===== config.mk =====
export PLATFORM = sky130hd
export DESIGN_NAME = pld_dialer
export DESIGN_NICKNAME = d
export VERILOG_FILES = /design/src/hdl/pld_pkg.sv /design/src/hdl/pld_dialer.sv
export VERILOG_INCLUDE_DIRS = /design/src /design/src/hdl
export SDC_FILE = /design/constraint.sdc
export NUM_CORES = 1
export LEC_CHECK = 0
export ABC_AREA = 0
export BUFFER_PORTS_ARGS = -buffer_cell sky130_fd_sc_hd__buf_2
export CORE_ASPECT_RATIO = 1.5
export CORE_MARGIN = 3
export CORE_UTILIZATION = 24
export CTS_CLUSTER_DIAMETER = 150
export DETAILED_ROUTE_END_ITERATION = 8
export PLACE_DENSITY = 0.42
export SLEW_MARGIN = 40
export SYNTH_ARGS = -nofsm -noshare
export SYNTH_HDL_FRONTEND = slang
export SYNTH_SLANG_ARGS = --single-unit
export TNS_END_PERCENT = 10

===== constraint.sdc =====
create_clock -name i_core_clk -period 6.2 [get_ports i_core_clk]
set_input_delay 0.62 -clock i_core_clk [delete_from_list [all_inputs] [get_ports i_core_clk]]
set_output_delay 0.62 -clock i_core_clk [all_outputs]
set_load 0.01 [all_outputs]

===== src/hdl/pld_consts.svh =====
// timing counts and encodings for the phone line alarm dialer
`ifndef PLD_CONSTS_SVH
`define PLD_CONSTS_SVH
`define PLD_CLK_HZ        100000000
`define PLD_GAP_SEC       60
`define PLD_CYCLE_MIN     10
`define PLD_RING_IDLE_SEC 8
`define PLD_SEIZE_SEC     2
`define PLD_DIGIT_DIV     10
`define PLD_LISTEN_SEC    45
`define PLD_NUM_SLOTS     5
`define PLD_DIGITS        16
`define PLD_PRI_TONE      3'd4
`define PLD_PRI_CPROG     3'd5
`define PLD_PRI_RING      3'd6
`define PLD_DIG_END       4'hf
`endif


===== src/hdl/pld_pkg.sv =====
// types shared by the phone line alarm dialer
`include "pld_consts.svh"
package pld_pkg;
  typedef enum logic [2:0] {
    PLD_TONE_NONE, PLD_TONE_RINGBACK, PLD_TONE_REORDER,
    PLD_TONE_FAST_BUSY, PLD_TONE_SLOW_BUSY, PLD_TONE_DIAL
  } pld_tone_t;
  typedef struct packed {
    logic       valid;
    logic [3:0] digit;
  } pld_digit_t;
  typedef struct packed {
    logic [7:0] pending; // one bit per hardware interrupt source, 0 = highest
    logic [2:0] top;     // pending index of highest pending source
    logic       any;
  } pld_irq_t;
endpackage


===== src/hdl/pld_dialer.sv =====
// line supervision, relay control, interrupt ranking and alarm dialer
`timescale 1ns/100ps
`default_nettype none
`include "pld_consts.svh"
module pld_dialer #(
  parameter int unsigned CHANNELS  = 16,
  parameter longint unsigned GAP_CYC   = 64'(`PLD_GAP_SEC) * `PLD_CLK_HZ,
  parameter longint unsigned CYCLE_CYC = 64'(`PLD_CYCLE_MIN) * 60 * `PLD_CLK_HZ,
  parameter int unsigned RING_IDLE_CYC = `PLD_RING_IDLE_SEC * `PLD_CLK_HZ,
  parameter longint unsigned SEIZE_CYC  = 64'(`PLD_SEIZE_SEC) * `PLD_CLK_HZ,
  parameter longint unsigned DIGIT_CYC  = 64'(`PLD_CLK_HZ / `PLD_DIGIT_DIV),
  parameter longint unsigned LISTEN_CYC = 64'(`PLD_LISTEN_SEC) * `PLD_CLK_HZ
) (
  // clock and reset
  input  wire logic                    i_core_clk,
  input  wire logic                    i_rst_n,
  // line side
  input  wire logic                    i_ring_sense_n,
  input  wire logic                    i_loop_reverse,
  input  wire logic                    i_ref_clk_358,
  input  wire pld_pkg::pld_tone_t      i_cprog_tone,
  input  wire logic                    i_cprog_valid,
  input  wire logic                    i_tone_rx_valid,
  // configuration
  input  wire logic [3:0]              i_ring_count,
  input  wire logic                    i_setup_mode,
  input  wire logic                    i_report_done,
  // number store write port
  input  wire logic                    i_num_wr,
  input  wire logic [2:0]              i_num_slot,
  input  wire logic [3:0]              i_num_idx,
  input  wire logic [3:0]              i_num_digit,
  // alarms and routing
  input  wire logic [CHANNELS-1:0]     i_alarm,
  input  wire logic [CHANNELS*3-1:0]   i_route,
  // relays and hook
  output logic                         o_line_select_relay_a,
  output logic                         o_line_select_relay_b,
  output logic                         o_off_hook,
  // tone generator and interrupts
  output pld_pkg::pld_digit_t          o_tone_tx,
  output logic                         o_tone_ref_clk,
  output pld_pkg::pld_irq_t            o_irq,
  output logic                         o_dial_active,
  output logic [2:0]                   o_dial_slot
);
  import pld_pkg::*;

  typedef enum logic [2:0] {
    PLD_IDLE, PLD_SEIZE, PLD_DIGIT, PLD_LISTEN, PLD_GAP, PLD_CYCLE
  } pld_state_t;

  localparam int unsigned SLOTS = `PLD_NUM_SLOTS;

  logic [3:0]  num_mem [SLOTS][`PLD_DIGITS];
  logic [3:0]  ring_cnt_reg;
  logic [31:0] ring_idle_reg;
  logic        sense_d_reg;
  logic        rev_d_reg;
  logic        in_call_reg;
  logic        alarm_off_hook;
  pld_state_t  state_reg;
  logic [2:0]  slot_reg;
  logic [3:0]  didx_reg;
  logic [63:0] tmr_reg;
  logic [SLOTS-1:0] mask_reg;
  logic [SLOTS-1:0] want;
  logic        ring_edge;

  // first populated slot at or above a start index, SLOTS if none
  function automatic logic [2:0] next_slot(input logic [SLOTS-1:0] m, input logic [2:0] from);
    logic [2:0] r;
    r = 3'(SLOTS);
    for (int i = SLOTS - 1; i >= 0; i--) begin
      if (m[i] && 3'(i) >= from) begin
        r = 3'(i);
      end
    end
    return r;
  endfunction

  // an alarm with a routed slot targets only that slot, else every populated slot
  always_comb begin
    want = '0;
    for (int c = 0; c < CHANNELS; c++) begin
      if (i_alarm[c]) begin
        if (i_route[c*3 +: 3] != 3'h0 && i_route[c*3 +: 3] <= 3'(SLOTS)) begin
          want[i_route[c*3 +: 3] - 3'h1] = 1'b1;
        end else begin
          want = '1;
        end
      end
    end
    for (int s = 0; s < SLOTS; s++) begin
      if (num_mem[s][0] == `PLD_DIG_END) begin
        want[s] = 1'b0;
      end
    end
  end

  // stored numbers, digit f ends a number; not reset, software reloads them
  always_ff @(posedge i_core_clk) begin
    if (i_num_wr && i_num_slot < 3'(SLOTS)) begin
      num_mem[i_num_slot][i_num_idx] <= i_num_digit;
    end
  end

  assign ring_edge = sense_d_reg && !i_ring_sense_n && !in_call_reg;

  // sense history for edge detection
  always_ff @(posedge i_core_clk or negedge i_rst_n) begin
    if (!i_rst_n) begin
      sense_d_reg <= 1'b1;
      rev_d_reg   <= 1'b0;
    end else begin
      sense_d_reg <= i_ring_sense_n;
      rev_d_reg   <= i_loop_reverse;
    end
  end

  // ring counter, cleared after a quiet spell so calls do not merge
  always_ff @(posedge i_core_clk or negedge i_rst_n) begin
    if (!i_rst_n) begin
      ring_cnt_reg  <= 4'h0;
      ring_idle_reg <= 32'h0;
    end else if (in_call_reg || ring_idle_reg >= RING_IDLE_CYC) begin
      ring_cnt_reg  <= 4'h0;
      ring_idle_reg <= 32'h0;
    end else if (ring_edge) begin
      ring_cnt_reg  <= ring_cnt_reg + 4'h1;
      ring_idle_reg <= 32'h0;
    end else if (ring_cnt_reg != 4'h0 && i_ring_sense_n) begin
      ring_idle_reg <= ring_idle_reg + 32'h1;
    end
  end

  // inbound call hook state; low sense while off-hook is loop current
  always_ff @(posedge i_core_clk or negedge i_rst_n) begin
    if (!i_rst_n) begin
      in_call_reg <= 1'b0;
    end else if (in_call_reg) begin
      if (i_ring_sense_n || (i_loop_reverse != rev_d_reg)) begin
        in_call_reg <= 1'b0;
      end
    end else if (ring_edge && i_ring_count != 4'h0 && ring_cnt_reg + 4'h1 >= i_ring_count
                 && !i_setup_mode && state_reg == PLD_IDLE) begin
      in_call_reg <= 1'b1;
    end
  end

  // outbound dial sequencer
  always_ff @(posedge i_core_clk or negedge i_rst_n) begin
    if (!i_rst_n) begin
      state_reg <= PLD_IDLE;
      slot_reg  <= 3'h0;
      didx_reg  <= 4'h0;
      tmr_reg   <= 64'h0;
      mask_reg  <= '0;
      o_tone_tx <= '0;
    end else begin
      o_tone_tx.valid <= 1'b0;
      tmr_reg <= tmr_reg + 64'h1;
      // a delivered report ends the whole sequence from any active state
      if (i_report_done && state_reg != PLD_IDLE) begin
        state_reg <= PLD_IDLE;
      end else begin
      case (state_reg)
        PLD_IDLE: begin
          if (want != '0 && !in_call_reg && !i_setup_mode) begin
            mask_reg  <= want;
            slot_reg  <= next_slot(want, 3'h0);
            tmr_reg   <= 64'h0;
            state_reg <= PLD_SEIZE;
          end
        end
        PLD_SEIZE: begin
          didx_reg <= 4'h0;
          if (tmr_reg >= SEIZE_CYC) begin
            tmr_reg   <= 64'h0;
            state_reg <= PLD_DIGIT;
          end
        end
        PLD_DIGIT: begin
          if (tmr_reg >= DIGIT_CYC) begin
            tmr_reg <= 64'h0;
            if (num_mem[slot_reg][didx_reg] == `PLD_DIG_END) begin
              state_reg <= PLD_LISTEN;
            end else begin
              o_tone_tx.valid <= 1'b1;
              o_tone_tx.digit <= num_mem[slot_reg][didx_reg];
              if (didx_reg == 4'(`PLD_DIGITS - 1)) begin
                state_reg <= PLD_LISTEN;
              end else begin
                didx_reg <= didx_reg + 4'h1;
              end
            end
          end
        end
        PLD_LISTEN: begin
          if (tmr_reg >= LISTEN_CYC || (i_cprog_valid &&
                       i_cprog_tone inside {PLD_TONE_REORDER, PLD_TONE_FAST_BUSY,
                                            PLD_TONE_SLOW_BUSY})) begin
            tmr_reg <= 64'h0;
            if (next_slot(mask_reg, slot_reg + 3'h1) == 3'(SLOTS)) begin
              state_reg <= PLD_CYCLE;
            end else begin
              state_reg <= PLD_GAP;
            end
          end
        end
        PLD_GAP: begin
          if (tmr_reg >= GAP_CYC - 1) begin
            slot_reg  <= next_slot(mask_reg, slot_reg + 3'h1);
            tmr_reg   <= 64'h0;
            state_reg <= PLD_SEIZE;
          end
        end
        PLD_CYCLE: begin
          if (tmr_reg >= CYCLE_CYC - 1) begin
            slot_reg  <= next_slot(mask_reg, 3'h0);
            tmr_reg   <= 64'h0;
            state_reg <= PLD_SEIZE;
          end
        end
        default: state_reg <= PLD_IDLE;
      endcase
      end
    end
  end

  assign alarm_off_hook = state_reg inside {PLD_SEIZE, PLD_DIGIT, PLD_LISTEN};

  // relays and hook; setup mode powers the local jack instead of the line
  always_ff @(posedge i_core_clk or negedge i_rst_n) begin
    if (!i_rst_n) begin
      o_line_select_relay_a <= 1'b0;
      o_line_select_relay_b <= 1'b0;
      o_off_hook            <= 1'b0;
    end else begin
      o_line_select_relay_a <= !i_setup_mode && (in_call_reg || alarm_off_hook);
      o_line_select_relay_b <= i_setup_mode;
      o_off_hook            <= !i_setup_mode && (in_call_reg || alarm_off_hook);
    end
  end

  // interrupt lines, index = ordinal-1; lower index wins
  always_ff @(posedge i_core_clk or negedge i_rst_n) begin
    if (!i_rst_n) begin
      o_irq <= '0;
    end else begin
      o_irq.pending <= '0;
      o_irq.pending[`PLD_PRI_TONE]  <= i_tone_rx_valid;
      o_irq.pending[`PLD_PRI_CPROG] <= i_cprog_valid;
      o_irq.pending[`PLD_PRI_RING]  <= !i_ring_sense_n && !in_call_reg;
      o_irq.any <= i_tone_rx_valid || i_cprog_valid || (!i_ring_sense_n && !in_call_reg);
      if (i_tone_rx_valid) begin
        o_irq.top <= `PLD_PRI_TONE;
      end else if (i_cprog_valid) begin
        o_irq.top <= `PLD_PRI_CPROG;
      end else begin
        o_irq.top <= `PLD_PRI_RING;
      end
    end
  end

  // shared tone reference passed to decoder and generator
  assign o_tone_ref_clk = i_ref_clk_358;
  assign o_dial_active  = state_reg != PLD_IDLE;
  assign o_dial_slot    = slot_reg;
endmodule
`default_nettype wire


======== Yosys cells after proc, flatten, opt, wreduce, memory -nomap -nowiden ========
Memories as Yosys holds them, arrays and structs flattened.
Index checks and enable logic that the tools add are counted.
storage, ports and cells
  bits in registers ....................... 132
  bits in writable memories ............... 320
  bits of input ports ..................... 92
  output and inout port bits .............. 25
  logic and storage cells ................. 380
  memories ................................ 1
memories
  memory   depth  width  rd ports  clocked after memory_dff  wr ports  RTL line          source
  num_mem  5      64     6         0                         1         pld_dialer.sv:55  logic [3:0] num_mem [SLOTS][`PLD_DIGITS];
cells by class
  add/subtract/negate cells ............... 21
  $lt $le $gt $ge ......................... 64
  equality and inequality tests ........... 30
  mux-type cells .......................... 135
  bitwise logic cells ..................... 19
  reduce and logical (&&, ||, !) cells .... 93
operators with widths
  operator                                                                               count
  64-bit 2-to-1 mux                                                                      8
  64-bit case mux with 6 select lines                                                    1
  5-bit 2-to-1 mux                                                                       36
  64-bit by 33-bit greater-or-equal comparator with 1-bit output, second input constant  2
  32-bit 2-to-1 mux                                                                      3
  3-bit 2-to-1 mux                                                                       27
  5-bit OR                                                                               15
  64-bit by 1-bit adder with 64-bit output, second input constant                        1
  64-bit by 24-bit greater-or-equal comparator with 1-bit output, second input constant  1
  64-bit by 28-bit greater-or-equal comparator with 1-bit output, second input constant  1
  64-bit by 36-bit greater-or-equal comparator with 1-bit output, second input constant  1
  3-bit by 4-bit < comparator with 1-bit output, second input constant                   16
  3-bit nonzero test                                                                     21
  1-bit logical AND                                                                      52
  1-bit demux with 3-bit select                                                          16
  3-bit by 1-bit greater-or-equal comparator with 1-bit output, second input constant    16
  3-bit less-or-equal comparator, second input constant                                  16
  3-bit by 1-bit subtractor with 3-bit output, second input constant                     16
  32-bit by 1-bit adder with 32-bit output, second input constant                        1
  32-bit by 30-bit greater-or-equal comparator with 1-bit output, second input constant  1
  4-bit 2-to-1 mux                                                                       8
  1-bit 2-to-1 mux                                                                       29
  4-bit == test, second input constant                                                   7
  3-bit case mux with 6 select lines                                                     1
  35 further kinds                                                                       66

======== Logic depth before layout (Yosys ltp) ========
  word-level depth ........................ 60
  gate-level depth with buffers ........... 14

======== Worst setup path before layout ========
OpenSTA, ideal clock, no wires.
  path type ............................... input port to flip-flop
  start point ............................. input i_route[18]
  end point ............................... register slot_reg[0], in the netlist o_dial_slot[0]
  library setup time ...................... 125 ps
  arrival time ............................ 2912 ps
  slack ................................... 3163 ps
  cell stages on the path ................. 11
  buffers on the path ..................... 0
  cells stage by stage .................... inv_1 ha_1 mux2_2 nor3_1 o21ai_0 and4_1 a31oi_1 nor4b_4 a21o_1 a221oi_2 mux2_2
on the way
  cells in the longest elaborated chain, start to end .. 43
  elaborated cells on any way between the ends .. 56
ends and longest elaborated chain
  item                                                                                                                                                        RTL line           source
  start: declaration                                                                                                                                          pld_dialer.sv:35   input wire logic [CHANNELS*3-1:0] i_route,
  3-bit by 1-bit subtractor with 3-bit output                                                                                                                 pld_dialer.sv:88   want[i_route[c*3 +: 3] - 3'h1] = 1'b1;
  3-bit by 4-bit < comparator with 1-bit output (not written as such) / 3-bit by 1-bit greater-or-equal comparator with 1-bit output (equally long branches)  pld_dialer.sv:88
  1-bit logical AND (not written as such)                                                                                                                     pld_dialer.sv:88
  1-bit 2-to-1 mux (not written as such)                                                                                                                      pld_dialer.sv:88
  1-bit demux with 3-bit select                                                                                                                               pld_dialer.sv:88
  5-bit OR (no line)                                                                                                                                          n/a
  5-bit 2-to-1 mux *                                                                                                                                          pld_dialer.sv:87   if (i_route[c*3 +: 3] != 3'h0 && i_route[c*3 +: 3] <= 3'(SLOTS)) begin
  5-bit 2-to-1 mux *                                                                                                                                          pld_dialer.sv:86   if (i_alarm[c]) begin
  (+24 left out)                                                                                                                                              n/a
  5-bit OR (no line)                                                                                                                                          n/a
  5-bit 2-to-1 mux                                                                                                                                            pld_dialer.sv:87
  5-bit 2-to-1 mux *                                                                                                                                          pld_dialer.sv:86
  1-bit 2-to-1 mux                                                                                                                                            pld_dialer.sv:95   if (num_mem[s][0] == `PLD_DIG_END) begin
  1-bit 2-to-1 mux                                                                                                                                            pld_dialer.sv:75   if (m[i] && 3'(i) >= from) begin
  3-bit 2-to-1 mux (4 in a row)                                                                                                                               pld_dialer.sv:75
  3-bit 2-to-1 mux                                                                                                                                            pld_dialer.sv:169  if (want != '0 && !in_call_reg && !i_setup_mode) begin
  3-bit case mux with 3 select lines                                                                                                                          pld_dialer.sv:167  case (state_reg)
  end signal: assignment                                                                                                                                      pld_dialer.sv:171  slot_reg <= next_slot(want, 3'h0);
  end signal: assignment                                                                                                                                      pld_dialer.sv:213  slot_reg <= next_slot(mask_reg, slot_reg + 3'h1);
  end signal: assignment                                                                                                                                      pld_dialer.sv:220  slot_reg <= next_slot(mask_reg, 3'h0);
  end: declaration                                                                                                                                            pld_dialer.sv:63   logic [2:0] slot_reg;
Mark *: on every way between the ends. The rest lies on a longest branch, timed or not. The select of a mux whose other input is x is not followed.
A chain may end at the register's enable or synchronous reset.

======== Worst setup path in the final report ========
  start point ............................. register slot_reg[2], in the netlist o_dial_slot[2]
  end point ............................... register o_tone_tx[3] (netlist bit)
on the way
  cells in the longest elaborated chain, start to end .. 7
ends and longest elaborated chain
  item                                                   RTL line                              source
  memory read 5 x 64 bit *                               n/a
  4-bit binary-select mux with 4-bit select *            pld_dialer.sv:186, pld_dialer.sv:190
  4-bit 2-to-1 mux (not written as such) * (2 in a row)  pld_dialer.sv:186, pld_dialer.sv:190
  4-bit == test (no line)                                n/a
  1-bit NOT (no line)                                    n/a
  4-bit AND reduction (no line)                          n/a
  end: declaration                                       pld_dialer.sv:41                      output pld_pkg::pld_digit_t o_tone_tx,
Marks and branches as above.

==> out/results.tsv <==
stage	metric	value	unit
status	outcome	complete, no violations	
global_routing	antenna_found_initial	8	
global_routing	grt_busiest_layer	met2	
global_routing	gr-usage-met2	23.5	%
die	die-width	291	um
timing	slew_headroom	39.1	%
finish	synthToLayoutAreaGrowth	18.6	%
finish	largest_register_ffs	512	
timing	fin_tns_setup	0	ns
critical_path	criticalPathCategory	register to register	
cts	numClockSinks	644	
logic_synthesis	yosysSeqAreaShare	63.7	%
global_routing	grtUsageTotal	12.2	%
timing	finalCritPeriodShare	64.7	%
global_routing	grt_max_degree	97	
detailed_routing	vias	18000	
detailed_routing	drc	0	
power_and_ir_drop	ir_drop	221	uV
logic_synthesis	synth_top_area_share	52.4	%
global_routing	grt_pass1_vias	19300	
logic_synthesis	async_reset_ff_share	20.5	%
detailed_routing	ant_nets	0	
global_routing	grt_overflow	0	
global_routing	grt_pass1_wl	117	mm
power_and_ir_drop	intPower	7.93	mW
logic_synthesis	avgSynthCellArea	14.0	um^2
power_and_ir_drop	clock_power_share	40.2	%
timing	whs	0.123	ns
timing	fin_crit	4.01	ns
placed_design	place_area	0.0324	mm^2
timing	fmax	0.249	GHz
power_and_ir_drop	power_density	307	mW/mm^2
global_routing	grt_use_met3	1.90	%
cts	cts_made_buffers	68	
timing	maxSlewViolCount	0	
finish	drive_gt1_share	16.8	%
finish	layout.nets	2558	
detailed_routing	via_per_inst	4.45	
placed_design	io_buffers	109	
logic_synthesis	yosys_warnings	0	
logic_synthesis	synth_edf_count	512	
min_path	hold_class	input pin to register	
detailed_routing	drt_first_iter_violations	1139	
die	rows	156	
power_and_ir_drop	p_sw	2.76	mW
detailed_routing	postRouteWirelength	76.8	mm
cts	hold_buffers	1	
detailed_routing	firstDrtPassIters	5	
detailed_routing	drt-wirelength-per-cell	19.0	um
power_and_ir_drop	p_leak	12.3	nW
critical_path	crit_path_max_fanout	50	
die	io_pins	117	
run	cap_violations	0	
cts	clk_pin_slew_worst_paths	0.06	ns
placed_design	finalWeightedCongestion	0.795	
timing	rsz0062_at_grt	false	
critical_path	critPathCaptureType	register	
timing	hold_viol	0	
logic_synthesis	synthCells	2093	
die	core-area	0.121	mm^2
logic_synthesis	synth_seq_cells	644	
die	initial_core_util	24.2	%
critical_path	cp.arrival	4.53	ns
power_and_ir_drop	seqPwrFrac	46.4	%
logic_synthesis	yosysUniqueCellTypes	78	
timing	fin_worst_skew	0.0360	ns
die	dieArea	0.127	mm^2
logic_synthesis	synth_area	0.0293	mm^2
critical_path	cp.required	6.72	ns
logic_synthesis	yosysTopAreaCell	edfxtp_1	
placed_design	hpwl	52.9	mm
logic_synthesis	yosys-top-cells-area	edfxtp_1 52%, dfrtp_1 11%, mux4_2 9.5%, nor2_1 3.4%, ha_1 2.6%	
cts	postCtsSetupBuffers	0	
logic_synthesis	synth-main-ff-cell	edfxtp_1	
cts	cts_tree	done	
critical_path	start_kind	register	
power_and_ir_drop	combinationalPowerShare	13.4	%
timing	worst-slew-pin-transition	0.911	ns
cts	htree_num_levels	3	
cts	cts_buffer_depth	3	
global_routing	grt_use_met1	13.4	%
cts	cts_resized	0	
finish	final_area	0.0348	mm^2
die	die_h	434	um
cts	cts_root_buf	clkbuf_16	
power_and_ir_drop	switching_share	25.8	%
cts	clock_latency	0.64	ns
timing	setup_violations	0	
## worst paths after layout
kind / from / to / slack (ns) / depth (start not counted)
max in group asynchronous: i_rst_n / o_irq[8]$_DFF_PN0_ / 4.49 / 3
min: i_loop_reverse / rev_d_reg$_DFF_PN0_ / 0.12 / 1
max: o_dial_slot[2]$_DFFE_PN0P_ / o_tone_tx[3]$_DFFE_PN0P_ / 2.19 / 9
min in group asynchronous: i_rst_n / tmr_reg[2]$_DFF_PN0_ / 0.61 / 2
min reg2reg: tmr_reg[0]$_DFF_PN0_ / tmr_reg[0]$_DFF_PN0_ / 0.50 / 1
max reg2reg: o_dial_slot[2]$_DFFE_PN0P_ / o_tone_tx[3]$_DFFE_PN0P_ / 2.19 / 9
## through the flow
step / cells / total power [mW] / util, % / worst slack (ns)
floorplan: 2291 / 6.02 / - / 3.16
global placement: 3914 / 6.48 / 26.7 / 2.09
detailed placement: 3914 / 6.51 / 26.7 / 2.10
CTS: 4038 / 10.9 / 28.7 / 2.06
global route: 4043 / 11.2 / 28.7 / 2.03
finish: 4046 / 10.7 / 28.7 / 2.19
## final cells by class
type	count	area [um^2]
sequential	644	18700
timing repair buffer	129	767
fill	12300	86200
inverter	68	255
antenna	7	17.5
clock inverter	42	552
multi-input combinational	1495	10700
clock buffer	81	1800
tap	1580	1980
## cell families after synthesis
kind of cell             synth area share, %
buffers and inverters                   2.36
adder cells (fa/ha/maj)                 2.56
flip-flops                              63.7
other                                 0.0256
AND/OR/NAND/NOR                         11.6
AO/OA/AOI/OAI                           5.98
XOR/XNOR                                3.19
multiplexers                            10.6
## per-layer routing
metal,part of all wire (%),routed length (um)
met1,39,29900
met2,55,42100
met3,3.6,2790
met4,2.6,2000
met5,0.027,21
## placed cells by master (no fill, tap or decap), types with 7 or more instances in the layout
cell type / netlist / layout
nor2b_1: 26 / 26
conb_1: 2 / 200
a31o_2: 12 / 12
nor3_1: 57 / 57
nand3b_1: 7 / 7
a21oi_1: 25 / 25
ha_1: 60 / 60
o31ai_1: 8 / 8
nand2b_1: 22 / 22
nor4_1: 25 / 24
a21o_1: 7 / 7
nand3_1: 78 / 78
a22oi_1: 9 / 9
nor3b_1: 17 / 17
nor2_1: 268 / 268
inv_1: 66 / 66
clkbuf_1: 41 / 9
a211oi_1: 18 / 17
diode_2: 0 / 7
or3_1: 9 / 9
xor2_1: 66 / 66
mux2i_1: 16 / 16
xnor2_1: 41 / 41
buf_4: 9 / 17
clkbuf_16: 0 / 69
a31oi_1: 7 / 7
edfxtp_1: 512 / 512
nand4_1: 29 / 29
buf_2: 23 / 104
o22ai_1: 46 / 46
o32a_1: 8 / 8
dfrtp_1: 131 / 127
nand2_1: 121 / 121
mux4_2: 124 / 124
clkinv_2: 0 / 17
and3_1: 21 / 21
mux2_2: 14 / 14
o21ai_0: 79 / 79
bufinv_16: 0 / 10
## critical path, cell delays in order, from the launching register on
cell and delay [ns]:
dfrtp_4 0.82, buf_12 0.35, buf_4 0.36, mux4_2 0.26, o22ai_1 0.10, a211oi_1 0.68, o32a_1 0.30, nand4_2 0.21
nand3b_1 0.32, mux2_2 0.38
## cell usage after synthesis (all sizes together) (25+ instances only)
| library cell | count |
|---|---|
| a21oi | 25 |
| buf | 43 |
| clkbuf | 41 |
| dfrtp | 131 |
| edfxtp | 512 |
| ha | 60 |
| inv | 68 |
| mux4 | 124 |
| nand2 | 121 |
| nand3 | 79 |
| nand4 | 30 |
| nor2 | 268 |
| nor2b | 26 |
| nor3 | 58 |
| nor4 | 26 |
| o21ai | 79 |
| o22ai | 46 |
| xnor2 | 41 |
| xor2 | 66 |
## power groups by stage
stage	logic, mW	clock network [mW]	registers (mW)
2_1_floorplan	1.04	0	4.98
3_3_place_gp	1.41	0	5.07
3_5_place_dp	1.43	0	5.08
4_1_cts	1.44	4.46	4.99
5_1_grt	1.59	4.62	4.98
6_report	1.43	4.30	4.96
Note: power is estimated with default switching activity, not from simulation.
